[src/rtl/timer2_pkg.sv]
// Constants, field layouts and carrier types for the Timer 2 block
package timer2_pkg;

  // Register addresses on the special-function-register bus
  localparam logic [7:0] ADDR_CLK_SEL = 8'h8f;
  localparam logic [7:0] ADDR_CTL     = 8'hc8;
  localparam logic [7:0] ADDR_RLD_LO  = 8'hca;
  localparam logic [7:0] ADDR_RLD_HI  = 8'hcb;
  localparam logic [7:0] ADDR_CNT_LO  = 8'hcc;
  localparam logic [7:0] ADDR_CNT_HI  = 8'hcd;

  // Reset values
  localparam logic [7:0] CLK_SEL_RESET = 8'h00;
  localparam logic [7:0] CTL_RESET     = 8'h00;
  localparam logic [7:0] BYTE_RESET    = 8'h00;

  // Control register bit positions
  localparam int CTL_HI_FLAG_BIT = 7;
  localparam int CTL_LO_FLAG_BIT = 6;
  localparam int CTL_UNUSED_BIT  = 1;

  // Count limits
  localparam logic [7:0] BYTE_MAX     = 8'hff;
  localparam logic [3:0] DIV12_LAST   = 4'hb;
  localparam logic [5:0] DIV48_LAST   = 6'h2f;
  localparam logic [1:0] DIV4_LAST    = 2'h3;
  localparam logic [2:0] EXT_DIV_LAST = 3'h7;

  // Timer 0/1 prescale codes
  localparam logic [1:0] PRESCALE_DIV12 = 2'h0;
  localparam logic [1:0] PRESCALE_DIV4  = 2'h1;
  localparam logic [1:0] PRESCALE_DIV48 = 2'h2;
  localparam logic [1:0] PRESCALE_EXT8  = 2'h3;

  // Register bus request
  typedef struct packed {
    logic       wr;
    logic [7:0] addr;
    logic [7:0] wdata;
  } sfr_req_t;

  // Shared clock-select register, bit 7 down to bit 0
  typedef struct packed {
    logic       third_timer_hi_clock_select;
    logic       third_timer_lo_clock_select;
    logic       hi_byte_clock_select;
    logic       lo_byte_clock_select;
    logic       timer_one_clock_select;
    logic       timer_zero_clock_select;
    logic [1:0] prescale_code;
  } clk_sel_t;

  // Timer 2 control register, bit 7 down to bit 0
  typedef struct packed {
    logic hi_overflow_flag;
    logic lo_overflow_flag;
    logic lo_overflow_irq_enable;
    logic frame_capture_enable;
    logic split_mode_enable;
    logic run_control;
    logic unused;
    logic external_clock_select;
  } ctl_t;

  // Count enables handed to the other timers
  typedef struct packed {
    logic t0;
    logic t1;
    logic t3_hi;
    logic t3_lo;
  } tick_t;

  // Whole state of the block
  typedef struct packed {
    clk_sel_t   clk_sel;
    ctl_t       ctl;
    logic [7:0] count_lo_byte;
    logic [7:0] count_hi_byte;
    logic [7:0] reload_lo_byte;
    logic [7:0] reload_hi_byte;
    logic [3:0] div12_cnt;
    logic [5:0] div48_cnt;
    logic [2:0] ext_sync;
    logic [2:0] ext_cnt;
    logic       div12_tick;
    logic       div4_tick;
    logic       div48_tick;
    logic       ext8_tick;
    tick_t      ticks;
    logic       irq;
    logic [7:0] rdata;
  } state_t;

endpackage

[src/rtl/timer2_reload_sof_capture.sv]
// Timer 2 with auto-reload, split and frame capture modes, plus the shared clock select
//
// Function
// - Non-split, non-capture: 16-bit count, on 0xffff wrap load reload and set high flag.
// - Interrupt request whenever timer interrupts are enabled and high flag is set.
// - Low flag also requests interrupt when its enable and timer interrupts are on.
// - Split without capture: two 8-bit counters, each reloads from its own reload byte.
// - Run bit gates whole timer in 16-bit; in split only high byte, low free.
// - Clock select 1 picks system clock; 0 picks sysclk/12 or external/8 by external select.
// - High clock select only matters in split; else low select clocks whole timer.
// - External clock is synchronised to system clock before divide-by-8 advances counts.
// - High flag on high byte wrap, low flag on every low byte wrap, any mode.
// - Hardware never clears either flag; software clears and inspects both.
// - Capture, not split: 16-bit free wrap; each frame pulse copies count into reload.
// - Capture and split: two 8-bit wrapping counters; frame pulse latches both bytes.
// - Control layout: flags, low enable, capture, split, run, bit 1 zero, external select.
// - Timer 0/1 prescaler: 00 sysclk/12, 01 sysclk/4, 10 sysclk/48, 11 external/8.
// - Timer 0/1 select: 1 system clock, 0 prescaled; ignored in pin counting mode.
// - Clock select bits 7 and 6 choose Timer 3 high and low byte clocks.
// - Bits 5,4 Timer 2 selects; 3,2 Timer 1/0 selects; 1:0 prescale code.
// - Reload bytes feed auto-reload, hold captured counts, and are software read/write.
`timescale 1ns/100ps
module timer2_reload_sof_capture
  import timer2_pkg::*;
(
  // Clock and reset
  input  wire logic     mclk,
  input  wire logic     rst_n,
  // Register bus
  input  wire sfr_req_t sfr,
  output logic [7:0]    rdata,
  // Frame detector and external oscillator
  input  wire logic     sof_pulse,
  input  wire logic     ext_osc,
  // Settings held by other blocks
  input  wire logic     timer_irq_enable,
  input  wire logic     timer_zero_counter_mode,
  input  wire logic     timer_one_counter_mode,
  input  wire logic     third_timer_split,
  input  wire logic     third_timer_ext_clock_select,
  // Results
  output logic          irq,
  output tick_t         ticks
);

  state_t     st_r;
  state_t     st_nxt;
  logic       lo_tick;
  logic       hi_tick;
  logic       lo_wrap;
  logic       hi_wrap;
  logic       capture;
  logic       ext_edge;
  logic       prescaled;
  logic       t3_lo_tick;
  logic [7:0] ctl_read;

  // Address match for a write strobe
  function automatic logic wr_hit(input sfr_req_t r, input logic [7:0] a);
    return r.wr && (r.addr == a);
  endfunction

  // Byte clock choice: system clock, else sysclk/12 or external/8
  function automatic logic clk_pick(input logic sel, input logic ext_sel,
                                    input logic ext8, input logic div12);
    if (sel) begin
      return 1'b1;
    end else if (ext_sel) begin
      return ext8;
    end else begin
      return div12;
    end
  endfunction

  // Next-state logic
  always_comb begin
    st_nxt  = st_r;
    lo_wrap = 1'b0;
    hi_wrap = 1'b0;
    capture = st_r.ctl.frame_capture_enable && sof_pulse;

    // System clock dividers
    st_nxt.div12_tick = (st_r.div12_cnt == DIV12_LAST);
    st_nxt.div12_cnt  = st_nxt.div12_tick ? 4'h0 : st_r.div12_cnt + 4'h1;
    st_nxt.div48_tick = (st_r.div48_cnt == DIV48_LAST);
    st_nxt.div4_tick  = (st_r.div48_cnt[1:0] == DIV4_LAST);
    st_nxt.div48_cnt  = st_nxt.div48_tick ? 6'h00 : st_r.div48_cnt + 6'h01;

    // External clock synchroniser and divide by 8
    st_nxt.ext_sync  = {st_r.ext_sync[1:0], ext_osc};
    ext_edge         = st_r.ext_sync[1] && !st_r.ext_sync[2];
    st_nxt.ext8_tick = ext_edge && (st_r.ext_cnt == EXT_DIV_LAST);
    if (ext_edge) begin
      st_nxt.ext_cnt = st_r.ext_cnt + 3'h1;
    end

    // Byte clocks; high select only counts in split mode
    lo_tick = clk_pick(st_r.clk_sel.lo_byte_clock_select, st_r.ctl.external_clock_select,
                       st_r.ext8_tick, st_r.div12_tick);
    hi_tick = st_r.ctl.split_mode_enable
              ? clk_pick(st_r.clk_sel.hi_byte_clock_select, st_r.ctl.external_clock_select,
                         st_r.ext8_tick, st_r.div12_tick)
              : lo_tick;

    // Counting
    if (!st_r.ctl.split_mode_enable) begin
      if (st_r.ctl.run_control && lo_tick) begin
        lo_wrap = (st_r.count_lo_byte == BYTE_MAX);
        hi_wrap = lo_wrap && (st_r.count_hi_byte == BYTE_MAX);
        {st_nxt.count_hi_byte, st_nxt.count_lo_byte} =
          {st_r.count_hi_byte, st_r.count_lo_byte} + 16'h0001;
        if (hi_wrap && !st_r.ctl.frame_capture_enable) begin
          st_nxt.count_hi_byte = st_r.reload_hi_byte;
          st_nxt.count_lo_byte = st_r.reload_lo_byte;
        end
      end
    end else begin
      if (lo_tick) begin
        lo_wrap = (st_r.count_lo_byte == BYTE_MAX);
        st_nxt.count_lo_byte = st_r.count_lo_byte + 8'h01;
        if (lo_wrap && !st_r.ctl.frame_capture_enable) begin
          st_nxt.count_lo_byte = st_r.reload_lo_byte;
        end
      end
      if (st_r.ctl.run_control && hi_tick) begin
        hi_wrap = (st_r.count_hi_byte == BYTE_MAX);
        st_nxt.count_hi_byte = st_r.count_hi_byte + 8'h01;
        if (hi_wrap && !st_r.ctl.frame_capture_enable) begin
          st_nxt.count_hi_byte = st_r.reload_hi_byte;
        end
      end
    end

    // Frame capture into the reload bytes
    if (capture) begin
      st_nxt.reload_lo_byte = st_r.count_lo_byte;
      st_nxt.reload_hi_byte = st_r.count_hi_byte;
    end

    // Software writes take the data bytes
    if (wr_hit(sfr, ADDR_CNT_LO)) begin
      st_nxt.count_lo_byte = sfr.wdata;
    end
    if (wr_hit(sfr, ADDR_CNT_HI)) begin
      st_nxt.count_hi_byte = sfr.wdata;
    end
    if (wr_hit(sfr, ADDR_RLD_LO)) begin
      st_nxt.reload_lo_byte = sfr.wdata;
    end
    if (wr_hit(sfr, ADDR_RLD_HI)) begin
      st_nxt.reload_hi_byte = sfr.wdata;
    end
    if (wr_hit(sfr, ADDR_CLK_SEL)) begin
      st_nxt.clk_sel = clk_sel_t'(sfr.wdata);
    end
    if (wr_hit(sfr, ADDR_CTL)) begin
      st_nxt.ctl        = ctl_t'(sfr.wdata);
      st_nxt.ctl.unused = 1'b0;
    end

    // Flags: hardware sets, as can a control write; a hardware set beats a same-cycle clear
    if (hi_wrap || capture) begin
      st_nxt.ctl.hi_overflow_flag = 1'b1;
    end
    if (lo_wrap) begin
      st_nxt.ctl.lo_overflow_flag = 1'b1;
    end

    // Interrupt request follows the flags
    st_nxt.irq = timer_irq_enable
                 && (st_nxt.ctl.hi_overflow_flag
                     || (st_nxt.ctl.lo_overflow_irq_enable
                         && st_nxt.ctl.lo_overflow_flag));

    // Timer 0/1 prescaler and selects
    case (st_r.clk_sel.prescale_code)
      PRESCALE_DIV12: prescaled = st_r.div12_tick;
      PRESCALE_DIV4:  prescaled = st_r.div4_tick;
      PRESCALE_DIV48: prescaled = st_r.div48_tick;
      default:        prescaled = st_r.ext8_tick;
    endcase
    st_nxt.ticks.t0 = !timer_zero_counter_mode
                      && (st_r.clk_sel.timer_zero_clock_select || prescaled);
    st_nxt.ticks.t1 = !timer_one_counter_mode
                      && (st_r.clk_sel.timer_one_clock_select || prescaled);

    // Timer 3 byte clocks
    t3_lo_tick = clk_pick(st_r.clk_sel.third_timer_lo_clock_select,
                          third_timer_ext_clock_select,
                          st_r.ext8_tick, st_r.div12_tick);
    st_nxt.ticks.t3_lo = t3_lo_tick;
    st_nxt.ticks.t3_hi = third_timer_split
                         ? clk_pick(st_r.clk_sel.third_timer_hi_clock_select,
                                    third_timer_ext_clock_select,
                                    st_r.ext8_tick, st_r.div12_tick)
                         : t3_lo_tick;

    // Read data, one cycle after the address
    ctl_read = st_r.ctl;
    ctl_read[CTL_UNUSED_BIT] = 1'b0;
    if (sfr.addr == ADDR_CLK_SEL) begin
      st_nxt.rdata = st_r.clk_sel;
    end else if (sfr.addr == ADDR_CTL) begin
      st_nxt.rdata = ctl_read;
    end else if (sfr.addr == ADDR_RLD_LO) begin
      st_nxt.rdata = st_r.reload_lo_byte;
    end else if (sfr.addr == ADDR_RLD_HI) begin
      st_nxt.rdata = st_r.reload_hi_byte;
    end else if (sfr.addr == ADDR_CNT_LO) begin
      st_nxt.rdata = st_r.count_lo_byte;
    end else if (sfr.addr == ADDR_CNT_HI) begin
      st_nxt.rdata = st_r.count_hi_byte;
    end else begin
      st_nxt.rdata = BYTE_RESET;
    end
  end

  // State register
  always_ff @(posedge mclk) begin
    if (!rst_n) begin
      st_r <= '0;
    end else begin
      st_r <= st_nxt;
    end
  end

  // Outputs straight from flip-flops
  assign rdata = st_r.rdata;
  assign irq   = st_r.irq;
  assign ticks = st_r.ticks;
endmodule

[config.mk]
export PLATFORM = sky130hd
export DESIGN_NAME = timer2_reload_sof_capture
export DESIGN_NICKNAME = d
export VERILOG_FILES = /design/src/rtl/timer2_pkg.sv /design/src/rtl/timer2_reload_sof_capture.sv
export SDC_FILE = /design/constraint.sdc
export NUM_CORES = 1
export LEC_CHECK = 0
export ABC_AREA = 1
export ABC_CLOCK_PERIOD_IN_PS = 4700
export CORE_MARGIN = 2
export CORE_UTILIZATION = 57
export DETAILED_ROUTE_END_ITERATION = 8
export DONT_BUFFER_PORTS = 1
export PLACE_DENSITY = 0.75
export SLEW_MARGIN = 5
export SYNTH_ARGS = -nofsm -noshare
export SYNTH_HDL_FRONTEND = slang
export SYNTH_SLANG_ARGS = --single-unit
[constraint.sdc]
create_clock -name mclk -period 4.7 [get_ports mclk]
set_input_delay 0.94 -clock mclk [delete_from_list [all_inputs] [get_ports mclk]]
set_output_delay 0.94 -clock mclk [all_outputs]
set_load 0.1 [all_outputs]
# After elaboration in Yosys (flattened, before gate mapping)
# Cells that the tools add are included.
# totals
regBits	80
input_bits	26
output_inout_bits	13
elab_cells	127
# op_classes
addsub	6
n_eq_ne	16
muxes	36
n_bitwise	1
reduce_logical	36
# ops
cell	n
$mux 8	15
$eq 8x8->1 const B	8
$mux 16	4
$logic_and 1x1->1	19
$add 16x1->16 const B	1
$add 8x1->8 const B	2
$mux 1	16
$add 6x1->6 const B	1
$eq 6x6->1 const B	1
$ne 3x1->1 const B	2
$reduce_bool 3->1	2
$add 4x1->4 const B	1
$eq 2x2->1 const B	2
$eq 4x4->1 const B	1
$logic_not 1->1	4
$logic_or 1x1->1	4
$reduce_and 2->1	2
$reduce_bool 2->1	2
$reduce_or 2->1	2
$add 3x1->3 const B	1
$eq 3x3->1 const B	1
$pmux 1 s3	1
$eq 2x1->1 const B	1
$logic_not 2->1	1
$not 1->1	1

# Longest topological paths before layout
# Gate-level depths: netlist of run 1.
# depth
ltp_word	10
depth_mapped	13
ltp_nobuf	12

# Worst setup path before layout of run 1
# Ideal clock, no wire load.
# synth_path
path_type	input -> register
startpoint	input port sfr[12] (netlist bit)
endpoint	register st_r (netlist bit irq)
setup_time_ps	121
t_arrival_ps	1949
t_required_ps	4579
path_slack_ps	2631
path_stages	10
path_buffers	2
path_cell_list	inv_1 nand2_1 nor2_1 buf_6 nand4_1 buf_2 nand2_1 o21ai_1 nor2_1 a21oi_1
# synth_between
elab_chain_cells	7
word_cells_on_any_way	8
cone_classes	1 x eq/ne; 3 x mux; 4 x reduce/logical
# synth_rtl
item	line	rtl
start, declared	timer2_reload_sof_capture.sv:30	input wire sfr_req_t sfr,
$eq 8x8->1 *	timer2_reload_sof_capture.sv:60	return r.wr && (r.addr == a);
$logic_and 1x1->1 *	timer2_reload_sof_capture.sv:60	
$mux 8 *	timer2_reload_sof_capture.sv:156	if (wr_hit(sfr, ADDR_CTL)) begin
$mux 1	timer2_reload_sof_capture.sv:165	if (lo_wrap) begin
$logic_and 1x1->1	timer2_reload_sof_capture.sv:173	&& st_nxt.ctl.lo_overflow_flag));
$logic_or 1x1->1 *	timer2_reload_sof_capture.sv:172	|| (st_nxt.ctl.lo_overflow_irq_enable
$logic_and 1x1->1 *	timer2_reload_sof_capture.sv:171	&& (st_nxt.ctl.hi_overflow_flag
end signal, assigned	timer2_reload_sof_capture.sv:223	st_r <= st_nxt;
end, declared	timer2_reload_sof_capture.sv:46	state_t st_r;
# Mark *: on every way between the ends. The rest lies on a longest branch, timed or not.
# A chain may end at the register's enable or synchronous reset.

# Worst setup path after layout of run 1
# layout_path
startpoint	register st_r (netlist bit irq)
endpoint	output port irq
# layout_lines
item	line	rtl
end, declared	timer2_reload_sof_capture.sv:42	output logic irq,
# No word-level cell between the ends.

==> impl_results.md, run 1 <==
* Total iterations of the first detailed-routing run at 7
* Final net count at roughly 730
* Simple-gate area share of the yosys netlist at between 30% and 40%
* Die outline width at 95.3 um
* Setup skew after layout at between 0.009 and 0.01 ns
* Type of element capturing the critical path: output pin
* Maximum number of pins on one net before global-route repair at 43
* Number of core rows at 33
* Flip-flop cell with the highest count after synthesis: sky130_fd_sc_hd__dfxtp_1
* Biggest fanout along the worst timing path at 1
* Leakage at between 0.002 and 0.0025 uW
* Post-synth cell types at 38
* Final-layout worst hold slack at 0.420 ns
* Routability congestion estimate at roughly 1.0
* Fin crit share at 48.2%
* Register bit count reported by yosys at 80
* Clock latency reported for the late side of the worst-skew pair at between 0.3 and 0.4 ns
* Total global-route track usage at roughly a third
* Die Area at 9070 sq um
* Count of synthesis-stage warnings from yosys at 0
* EDFF count, synth at 0
* Hold buffer count at cts at 0
* Compound-gate portion of the synthesized area at 16.0%
* Leading post-synthesis cells by cell area: sky130_fd_sc_hd__dfxtp_1 34%, sky130_fd_sc_hd__nand2_1 12%, sky130_fd_sc_hd__nand3_1 8.9%
* Endpoint of the worst setup timing path: irq
* Count of vias placed by the detailed router at 4,657
* Diodes inserted at 0
* Largest family of logic cells by synthesized area: simple AND/OR/NAND/NOR gates
* Number of H-tree levels at 3
* Post-synthesis cell area at 4750 sq um
* RSZ-0062 raised after global routing: no
* Number of fill cells at roughly 790
* Final cell utilization of the core at 60.2%
* # DRC at 0
* Xor/xnor cell area share of the yosys netlist at ~1.3%
* Critical path data arrival time at between 1 and 1.5 ns
* Slew at the pin with the worst max-slew slack at around 1.1 ns
* TritonCTS clock tree: done
* Fmax at about 440 MHz
* Worst Path Required at 3.76 ns
* Overflow left after global routing at 0
* Status: finished, final reports clean
* Die span in y at between 90 and 100 um
* Most common cell after layout, fill and taps aside: sky130_fd_sc_hd__nand2_1
* Buffers added on ports at 0
* Synthesized area per cell at between 6 and 7 sq um
* # Post-CTS Setup Buffers at 0
* Antenna violations before repair at 0
* Detailed Route Iter0 Violations at roughly 470
* Total clock sinks at 80
* Start point of the critical path: irq$_SDFF_PN0_
* CTS clock-pin slew for the worst setup and hold paths at around 0.090 ns
* Clock period minus final worst setup slack at around 2.3 ns
* Share of the synthesized area in the top cell type at between 30% and 40%
* Instance count on the critical path at 0
* Global-route wire length before repair at 21,800 um
* Critical Setup Path Class: reg -> out
* Setup slack of the most critical reg-to-reg path at approximately 2.5 ns
* Antenna Nets Post-Route at 0
* Proportion of synthesized flip-flops having asynchronous set or reset at 0%
* Launching element type of the critical path: flop
* Routed WL per cell at 17.0 um
* Path type of the worst min-delay path: reg -> reg
* Worst max-slew margin expressed relative to the limit at 25.7%
* Final setup violation count at 0
* Post-synthesis sequential area ratio at 33.7%
* Routed wire length at 13,800 um
* Critical R2R Launch: ctl_read[3]$_SDFFE_PN0P_
* Multiplexer fraction of the synthesized cell area at less than 1%
* Detail-routed via count per cell at roughly 5.7
* Total power per unit cell area at about 260 nW/um^2
* Cell at the root of the clock tree: sky130_fd_sc_hd__clkbuf_8
* Starting Density at around three fifths
* Final Max Slew Viols at 0
* Maximum ir drop on the vdd rail at about 180 uV
* Max Cap Violations at 0
* Number of resized instances in the post-cts repair step at 0
* Via count of the first global-routing pass at ~4,200
* Worst r2r dst: irq$_SDFF_PN0_
* Cell taking the most area after synthesis: sky130_fd_sc_hd__dfxtp_1
* Net count of the mapped netlist at about 750
* Commonest cells after routing, fill and taps aside: 146 x sky130_fd_sc_hd__nand2_1, 94 x sky130_fd_sc_hd__inv_1, 84 x sky130_fd_sc_hd__nand3_1
* I/O pin count at 39
* Worst reg2reg path depth at 6
* CTS buffer count at 9
* Mapped Cells at between 700 and 800
* Area overhead of the layout relative to synthesis at 3.22%
* Hold Fails Final Rpt at 0
* Area of the core at around 8100 sq um
* Final-layout setup total negative slack at 0 ns
* Share of cells above drive strength 1 at 7.80%
* Maximum clock path buffer count at 2
* Hpwl dp at just over 10,000 um
* Synthesized-area fraction occupied by adder cells at about 1.6%
-- per-stage QoR --
step / area, sq um / setup WS, ns / std cells / total power, uW
3_3_place_gp: 4700 / 2.35 / 794 / 750
2_1_floorplan: 4750 / 2.63 / 719 / 747
3_5_place_dp: 4700 / 2.27 / 794 / 752
4_1_cts: 4900 / 2.41 / 810 / 1270
5_1_grt: 4900 / 2.37 / 810 / 1300
6_report: 4900 / 2.44 / 810 / 1270
-- layer usage --
metal / part of all wire [%] / track usage, %
met1: 43 / 42.9
met2: 45 / 48.5
met3: 10 / 8.70
met4: 1.9 / 10.5
met5: 0 / 0
-- final cells by class --
cell class | instances | area, sq um | area share (%)
clock buffer | 9 | 124 | 2.53
clock inverter | 7 | 78.8 | 1.61
inverter | 101 | 382 | 7.79
multi-input combinational | 506 | 2570 | 52.4
sequential | 80 | 1600 | 32.7
tap | 105 | 131 | 2.68
timing repair buffer | 2 | 15.0 | 0.306
-- cell families (layout without fill, tap and decap cells) --
kind of cell,Yosys count,after routing
flip-flops,80,80
XOR/XNOR,7,7
buffers and inverters,133,119
AND/OR/NAND/NOR,348,348
AO/OA/AOI/OAI,143,143
adder cells (fa/ha/maj),6,6
multiplexers,2,2
-- worst min-delay path by stage --
stage,from,end,slack (ns),depth (start not counted)
4_1_cts,st_nxt[21]$_SDFF_PN0_,st_nxt[22]$_SDFF_PN0_,0.42,2
6_report,st_nxt[21]$_SDFF_PN0_,st_nxt[22]$_SDFF_PN0_,0.42,2
5_1_grt,st_nxt[21]$_SDFF_PN0_,st_nxt[22]$_SDFF_PN0_,0.43,2
2_1_floorplan,st_nxt[21]$_SDFF_PN0_,st_nxt[22]$_SDFF_PN0_,0.39,2
3_3_place_gp,st_nxt[21]$_SDFF_PN0_,st_nxt[22]$_SDFF_PN0_,0.40,2
3_5_place_dp,st_nxt[21]$_SDFF_PN0_,st_nxt[22]$_SDFF_PN0_,0.40,2
-- synth_stat cells (2+ instances only) --
library cell and number:
sky130_fd_sc_hd__inv_2 5, sky130_fd_sc_hd__buf_2 4, sky130_fd_sc_hd__o211ai_1 3, sky130_fd_sc_hd__nor3b_1 3
sky130_fd_sc_hd__o2111ai_1 6, sky130_fd_sc_hd__o21ai_1 8, sky130_fd_sc_hd__nand3_4 3, sky130_fd_sc_hd__nor3_1 3
sky130_fd_sc_hd__nand2_1 146, sky130_fd_sc_hd__xnor2_1 2, sky130_fd_sc_hd__clkinv_2 2, sky130_fd_sc_hd__ha_1 6
sky130_fd_sc_hd__mux2i_1 2, sky130_fd_sc_hd__clkbuf_1 11, sky130_fd_sc_hd__a21oi_1 52, sky130_fd_sc_hd__or2_2 2
sky130_fd_sc_hd__inv_1 94, sky130_fd_sc_hd__dfxtp_1 80, sky130_fd_sc_hd__o21ai_0 66, sky130_fd_sc_hd__xor2_1 5
sky130_fd_sc_hd__nand4_1 7, sky130_fd_sc_hd__nand2_2 6, sky130_fd_sc_hd__nor2_1 74, sky130_fd_sc_hd__buf_4 13
sky130_fd_sc_hd__o22ai_1 5, sky130_fd_sc_hd__nand3_1 84, sky130_fd_sc_hd__nor2_2 2, sky130_fd_sc_hd__buf_6 3
sky130_fd_sc_hd__nor2_4 9, sky130_fd_sc_hd__nand2_4 5
-- state kept, by name (all words and copies together), names as in the netlist --
| register | count |
|---|---|
| st_r | 58 |
| rdata | 8 |
| ctl_read | 7 |
| ticks | 4 |
| st_nxt | 2 |
| irq | 1 |
-- power breakdown --
part	internal, uW	switching [uW]	leakage, uW
sequential	685	5.47	0.000646
clock	251	278	0.0000977
combinational	14.1	32.3	0.00131
total	950	316	0.00205
Note: power is estimated with default switching activity, not from simulation.
==> run 2, diff against run 1 <==
- ABC_CLOCK_PERIOD_IN_PS: 4700 -> 1900
- PLACE_DENSITY: 0.75 -> 0.78
- clock period: 4.7 -> 1.9 ns (I/O delays scaled with it)
==> run 2 against run 1 <==
Clock skew rose by 0.0036 ns; critical path type is now reg -> reg; critical endpoint is now irq$_SDFF_PN0_; die area is the same; highest routed layer is now met5; largest cell class unchanged; core utilization rose by 3.5 points.
==> impl_results.md, run 2 (synthesis gave the netlist of run 1 again) <==
* Status: finished, final reports clean
* Clock latency reported for the late side of the worst-skew pair at between 0.3 and 0.4 ns
* Hold path startpoint: timer_one_counter_mode
* Cell at the root of the clock tree: sky130_fd_sc_hd__clkbuf_8
* Number of H-tree levels at 3
* Die outline width at between 90 and 100 um
* Buffers added on ports at 0
* Detail-routed via count per cell at roughly 5.8
* Die Area at slightly above 9000 sq um
* Starting Density at slightly below 60%
* Setup skew after layout at between 0.01 and 0.015 ns
* Biggest register: st_r
* Area overhead of the layout relative to synthesis at 9.15%
* Via count of the first global-routing pass at ~4,500
* Commonest cells after routing, fill and taps aside: 145 x sky130_fd_sc_hd__nand2_1, 94 x sky130_fd_sc_hd__inv_1, 84 x sky130_fd_sc_hd__nand3_1
* # DRC at 0
* Maximum clock path buffer count at 2
* CP max stage delay at 0.34 ns
* Biggest fanout along the worst timing path at 5
* Final-layout setup total negative slack at 0 ns
* Clock period minus final worst setup slack at 1.74 ns
* # Post-CTS Setup Buffers at 0
* Fin crit share at 91.3%
* Max FFs per register at 58
* Hold buffer count at cts at 0
* Global-route wire length before repair at between 20,000 and 25,000 um
* Number of core rows at 33
* Leakage at between 0.002 and 0.0025 uW
* GRT met2 Usage at roughly 53%
* Final net count at around 770
* Kind of cell adding the most delay to the critical path: simple AND/OR/NAND/NOR gates
* Total iterations of the first detailed-routing run at 6
* Non-filler cells in the finished layout at about 840
* Area of the core at roughly 8100 sq um
* Most common cell after layout, fill and taps aside: sky130_fd_sc_hd__nand2_1
* Diodes inserted at 0
* Slew at the pin with the worst max-slew slack at 0.749 ns
* Worst max-slew margin expressed relative to the limit at 49.5%
* TritonCTS clock tree: done
* Share of cells above drive strength 1 at 12.3%
* CTS buffer count at 9
* Routability congestion estimate at about 0.96
* Setup slack of the most critical reg-to-reg path at 0.16 ns
* Maximum ir drop on the vdd rail at around 600 uV
* Detailed Route Iter0 Violations at 425
* Fmax at 576 MHz
* Endpoint of the worst hold-timing path: ticks[2]$_SDFF_PN0_
* Grt met1 use at ~44%
* Count of cells along the worst hold path at 1
* Critical R2R Launch: st_r[57]$_SDFFE_PN0P_
* Grt met3 use at under 10%
* Routed WL per cell at between 15 and 20 um
* Worst reg2reg path depth at 9
* Type of element capturing the critical path: flop
* Final setup violation count at 0
* Launching element type of the critical path: flop
* Total power per unit cell area at about 640 nW/um^2
* CP Cell Sequence: ha_1 -> nand2_1 -> nor2_4 -> nand2_1 -> nor2_1 -> nand3_1 -> nand3_1 -> nor2_1 -> a21oi_1
* I/O pin count at 39
* Hpwl dp at 11,000 um
* Bufs and invs on worst path at 0
* Placed Cells incl. Taps at between 800 and 900
* Antenna violations before repair at 1
* RSZ-0062 raised after global routing: no
* Routed wire length at around 14,000 um
* Overflow left after global routing at 0
* Total global-route track usage at ~33%
* Max Cap Violations at 0
* Die span in y at approximately 95 um
* CTS clock-pin slew for the worst setup and hold paths at 0.09 ns
* Maximum number of pins on one net before global-route repair at 43
* Slowest stage cell on the critical path: sky130_fd_sc_hd__dfxtp_1
* Worst Path Required at 2.20 ns
* Count of vias placed by the detailed router at just under 5,000
* Hold Fails Final Rpt at 0
* Critical path data arrival time at between 2 and 2.5 ns
* Total clock sinks at 80
* Worst r2r dst: irq$_SDFF_PN0_
* Number of fill cells at roughly 750
* Path type of the worst min-delay path: in -> reg
* Global route hottest layer: met2
* Antenna Nets Post-Route at 0
* Final Max Slew Viols at 0
* Critical Setup Path Class: reg -> reg
run 2: cell types whose count changed in the layout (fill, tap and decap cells not counted):
cell                         change
sky130_fd_sc_hd__buf_4          +33
sky130_fd_sc_hd__bufinv_16       +1
sky130_fd_sc_hd__clkinv_2        -1
sky130_fd_sc_hd__clkinv_4        -1
sky130_fd_sc_hd__clkinvlp_4      -1
sky130_fd_sc_hd__dfxtp_1         -2
sky130_fd_sc_hd__dfxtp_2         +2
sky130_fd_sc_hd__inv_6           +1
sky130_fd_sc_hd__inv_8           +1
sky130_fd_sc_hd__nand2_1         -1
sky130_fd_sc_hd__nand2_2         +1
run 2: power by group:
part           internal [uW]  switching (uW)
Sequential              1690            11.5
Clock                    768             729
Combinational           40.7            83.6
run 2: what timing repair did:
item,CTS,global route
setup endpoints to repair,0,5
endpoints found under the hold margin,0,0
resized for setup,0,3
run 2: worst max path at each step:
stage                                      from                     to  slack (ns)  cells after the start
after floorplan           st_r[57]$_SDFFE_PN0P_  st_r[58]$_SDFFE_PN0P_        0.34                     10
after global placement    st_r[57]$_SDFFE_PN0P_  st_r[56]$_SDFFE_PN0P_        0.11                     10
after detailed placement                sfr[12]  st_r[35]$_SDFFE_PN0P_        0.10                     10
after CTS                 st_r[57]$_SDFFE_PN0P_  st_r[56]$_SDFFE_PN0P_        0.12                     10
after global routing      st_r[57]$_SDFFE_PN0P_         irq$_SDFF_PN0_       0.005                      9
final                     st_r[57]$_SDFFE_PN0P_         irq$_SDFF_PN0_        0.16                      9
run 2: layout make-up:
| type | instances | area [sq um] | share of cell area [%] |
|---|---|---|---|
| repair buffers | 35 | 263 | 5.07 |
| flip-flops and latches | 80 | 1600 | 31.0 |
| inverters | 101 | 382 | 7.37 |
| multi-input cells | 506 | 2570 | 49.6 |
| clock inverters | 7 | 108 | 2.08 |
| well taps | 105 | 131 | 2.54 |
| clock buffers | 9 | 124 | 2.39 |
run 2: metrics by stage:
step	cell area, sq um	hold slack [ns]	setup slack (ns)	total power [uW]	utilization [%]
floorplan	4750	0.390	0.345	1850	-
global placement	4940	0.401	0.107	1860	60.8
global route	5180	0.0756	0.00482	3420	63.7
CTS	5180	0.0824	0.116	3330	63.6
finish	5180	0.0834	0.165	3330	63.7
detailed placement	4940	0.410	0.102	1870	60.8
run 2: per-layer routing:
layer  vias to the layer above  part of all wire (%)
met5                         -                 0.090
li1                       2359                     -
met4                         2                   3.5
met2                       278                    46
met3                        48                   9.2
met1                      2203                    41
==> run 3, diff against run 2 <==
- ABC_AREA: 1 -> not set
- TNS_END_PERCENT: not set -> 1
==> run 3 against run 2 <==
Register-to-register slack got worse by 0.13 ns; via count decreased by 14%; hold slack gained 0.014 ns; combinational power is 3% lower; sequential share of layout area is 2.4 points higher; final cell count down 24%; design area fell by 7.2%; count of clock-buffer cells in the layout unchanged; clock power about the same; critical endpoint is now st_r[54]$_SDFFE_PN0P_; highest routed layer is now met4.
==> impl_results.md, run 3 <==
* CTS clock-pin slew for the worst setup and hold paths at ~0.090 ns
* Maximum clock path buffer count at 2
* Hold Fails Final Rpt at 0
* Count of vias placed by the detailed router at 4,199
* Most instantiated library cell after synthesis: sky130_fd_sc_hd__dfxtp_1
* Starting Density at 58.8%
* Detailed Route Iter0 Violations at between 400 and 500
* CTS buffer count at 9
* Routed WL per cell at around 20 um
* Launching element type of the critical path: flop
* # DRC at 0
* Status: finished, final reports clean
* Leakage at 0.00176 uW
* Flip-flop cell with the highest count after synthesis: sky130_fd_sc_hd__dfxtp_1
* Total clock sinks at 80
* Critical R2R Launch: st_r[49]$_SDFFE_PN0P_
* Post-layout power at ~3300 uW
* Worst reg2reg path depth at 6
* Mapped Cells at about 520
* Diodes inserted at 0
* Synthesized area per cell at 8.23 sq um
* Final setup violation count at 0
* Via count of the first global-routing pass at 3,893
* Synth top cells by count: 80 x sky130_fd_sc_hd__dfxtp_1, 57 x sky130_fd_sc_hd__nor2_1, 56 x sky130_fd_sc_hd__nand2_1
* Proportion of synthesized flip-flops having asynchronous set or reset at 0%
* Worst max-slew margin expressed relative to the limit at between 60% and 70%
* Number of H-tree levels at 3
* Overflow left after global routing at 0
* Cell at the root of the clock tree: sky130_fd_sc_hd__clkbuf_8
* # Post-CTS Setup Buffers at 0
* Area overhead of the layout relative to synthesis at 12.7%
* Endpoint of the worst hold-timing path: ticks[2]$_SDFF_PN0_
* Proportion of power drawn by combinational gates at between 3 and 4%
* Worst Path Required at about 2.2 ns
* Cell internal pwr at between 2000 and 3000 uW
* Final-layout worst hold slack at between 0.09 and 0.1 ns
* Share of the synthesized area in the top cell type at between 30% and 40%
* Max FFs per register at 58
* Hold path startpoint: timer_one_counter_mode
* Final cell utilization of the core at about two thirds
* Biggest register: st_r
* Total global-route track usage at 31.7%
* Total iterations of the first detailed-routing run at 5
* Number of core rows at 31
* I/O pin count at 39
* Antenna Nets Post-Route at 0
* Post-synthesis sequential area ratio at between 30% and 40%
* Antenna violations before repair at 0
* Detail-routed via count per cell at about 6.6
* Setup skew after layout at 0.00951 ns
* Part of the total power dissipated in sequential elements at 51.6%
* Worst r2r dst: st_r[54]$_SDFFE_PN0P_
* Global-route wire length before repair at roughly 20,000 um
* Critical path data arrival time at approximately 2.2 ns
* Routed wire length at about 13,000 um
* Post-synthesis cell area at 4270 sq um
* Combined flip-flop and latch cell area at ~1600 sq um
* Die span in y at 90.5 um
* Biggest fanout along the worst timing path at 5
* Final net count at 568
* Leading post-synthesis cells by cell area: sky130_fd_sc_hd__dfxtp_1 38%, sky130_fd_sc_hd__a21oi_1 5.4%, sky130_fd_sc_hd__nor2_1 5.0%
* Fin crit share at between 90 and 100%
* Commonest cells after routing, fill and taps aside: 79 x sky130_fd_sc_hd__dfxtp_1, 58 x sky130_fd_sc_hd__buf_4, 57 x sky130_fd_sc_hd__nor2_1
* Power spent charging and discharging nets at 794 uW
* Clock period minus final worst setup slack at roughly 1.9 ns
* RSZ-0062 raised after global routing: yes
* Total power per unit cell area at 690 nW/um^2
* Critical Setup Path Class: reg -> reg
* Most common cell after layout, fill and taps aside: sky130_fd_sc_hd__dfxtp_1
* Multi-input logic area at roughly 2400 sq um
* Final Max Slew Viols at 0
* Number of fill cells at about 610
* Fmax at around 540 MHz
* Net count of the mapped netlist at between 500 and 600
* Register bit count reported by yosys at 80
* Maximum ir drop on the vdd rail at approximately 400 uV
* Switching share of power at between 20% and 30%
* Hpwl dp at 9060 um
* Final-layout setup total negative slack at 0 ns
* Buffers added on ports at 0
* Die outline width at slightly above 90 um
* Post-synth cell types at a little over 70
* EDFF count, synth at 0
* Slew at the pin with the worst max-slew slack at between 0.5 and 0.6 ns
* Setup slack of the most critical reg-to-reg path at 0.03 ns
* Routability congestion estimate at approximately 0.98
* Share of cells above drive strength 1 at about a fifth
* Count of synthesis-stage warnings from yosys at 0
* Clock latency reported for the late side of the worst-skew pair at ~0.36 ns
* Maximum number of pins on one net before global-route repair at 41
* Relative contribution of the clock network to total power at roughly 45%
* Non-filler cells in the finished layout at 640
* Count of cells along the worst hold path at 1
* Die Area at ~8200 sq um
* Path type of the worst min-delay path: in -> reg
* Cell taking the most area after synthesis: sky130_fd_sc_hd__dfxtp_1
* TritonCTS clock tree: done
* Max Cap Violations at 0
* Area of the core at between 7000 and 8000 sq um
* Type of element capturing the critical path: flop
* Placed Cells incl. Taps at 624
-- run 3: repair_timing --
action,in CTS,in global routing
gates cloned,0,0
gates resized for setup,1,7
endpoints found under the setup margin,2,10
hold buffers,0,0
pin swaps,0,1
-- run 3: metal layers --
layer / global-route usage [%] / share of wire [%]
met5: 0 / 0
met3: 7.43 / 11
met1: 41.6 / 39
met4: 11.2 / 2.3
met2: 51.0 / 48
-- run 3: worst max path at each step --
stage                                  to  slack [ns]                   from  cells after the start
global placement    st_r[54]$_SDFFE_PN0P_        0.02  st_r[50]$_SDFFE_PN0P_                      6
floorplan           st_r[54]$_SDFFE_PN0P_        0.02  st_r[50]$_SDFFE_PN0P_                      7
CTS                 st_r[54]$_SDFFE_PN0P_        0.01  st_r[50]$_SDFFE_PN0P_                      6
detailed placement  st_r[52]$_SDFFE_PN0P_       -0.03  st_r[50]$_SDFFE_PN0P_                      6
global route        st_r[54]$_SDFFE_PN0P_       -0.06  st_r[49]$_SDFFE_PN0P_                      6
finish              st_r[54]$_SDFFE_PN0P_        0.03  st_r[49]$_SDFFE_PN0P_                      6
-- run 3: final cells by class --
cell class	instances	area share (%)
timing repair buffer	58	9.06
clock buffer	9	2.58
tap	99	2.58
inverter	6	0.469
multi-input combinational	381	49.7
sequential	80	33.3
clock inverter	7	2.26
-- run 3: cells by family after synthesis --
family / after synthesis / synth area share (%)
AOI/OAI and AO/OA: 142 / 22.6
xor gates and xnor gates: 10 / 2.05
adders and majority gates: 6 / 1.76
buffers and inverters: 57 / 7.13
DFF: 80 / 37.5
muxes: 21 / 5.37
and+or+nand+nor: 202 / 23.6
-- run 3: critical path, stage by stage, from the launching register on --
cell                      delay, ns
sky130_fd_sc_hd__dfxtp_1       0.39
sky130_fd_sc_hd__ha_4          0.17
sky130_fd_sc_hd__nand4_4       0.10
sky130_fd_sc_hd__or4b_4        0.54
sky130_fd_sc_hd__a31o_1        0.22
sky130_fd_sc_hd__a311o_1       0.28
sky130_fd_sc_hd__a21oi_2       0.11
-- run 3: power by group through the flow --
stage	Combinational [uW]	Clock (uW)	Sequential, uW
5_1_grt	132	1560	1720
6_report	120	1480	1710
4_1_cts	119	1500	1710
3_3_place_gp	114	0	1750
3_5_place_dp	118	0	1750
2_1_floorplan	106	0	1750
-- run 3: stage by stage --
| stage | cell area [sq um] | setup slack (ns) |
|---|---|---|
| 2_1_floorplan | 4270 | 0.0181 |
| 3_3_place_gp | 4550 | 0.0208 |
| 3_5_place_dp | 4550 | -0.0309 |
| 4_1_cts | 4780 | 0.0116 |
| 5_1_grt | 4810 | -0.0553 |
| 6_report | 4810 | 0.0338 |
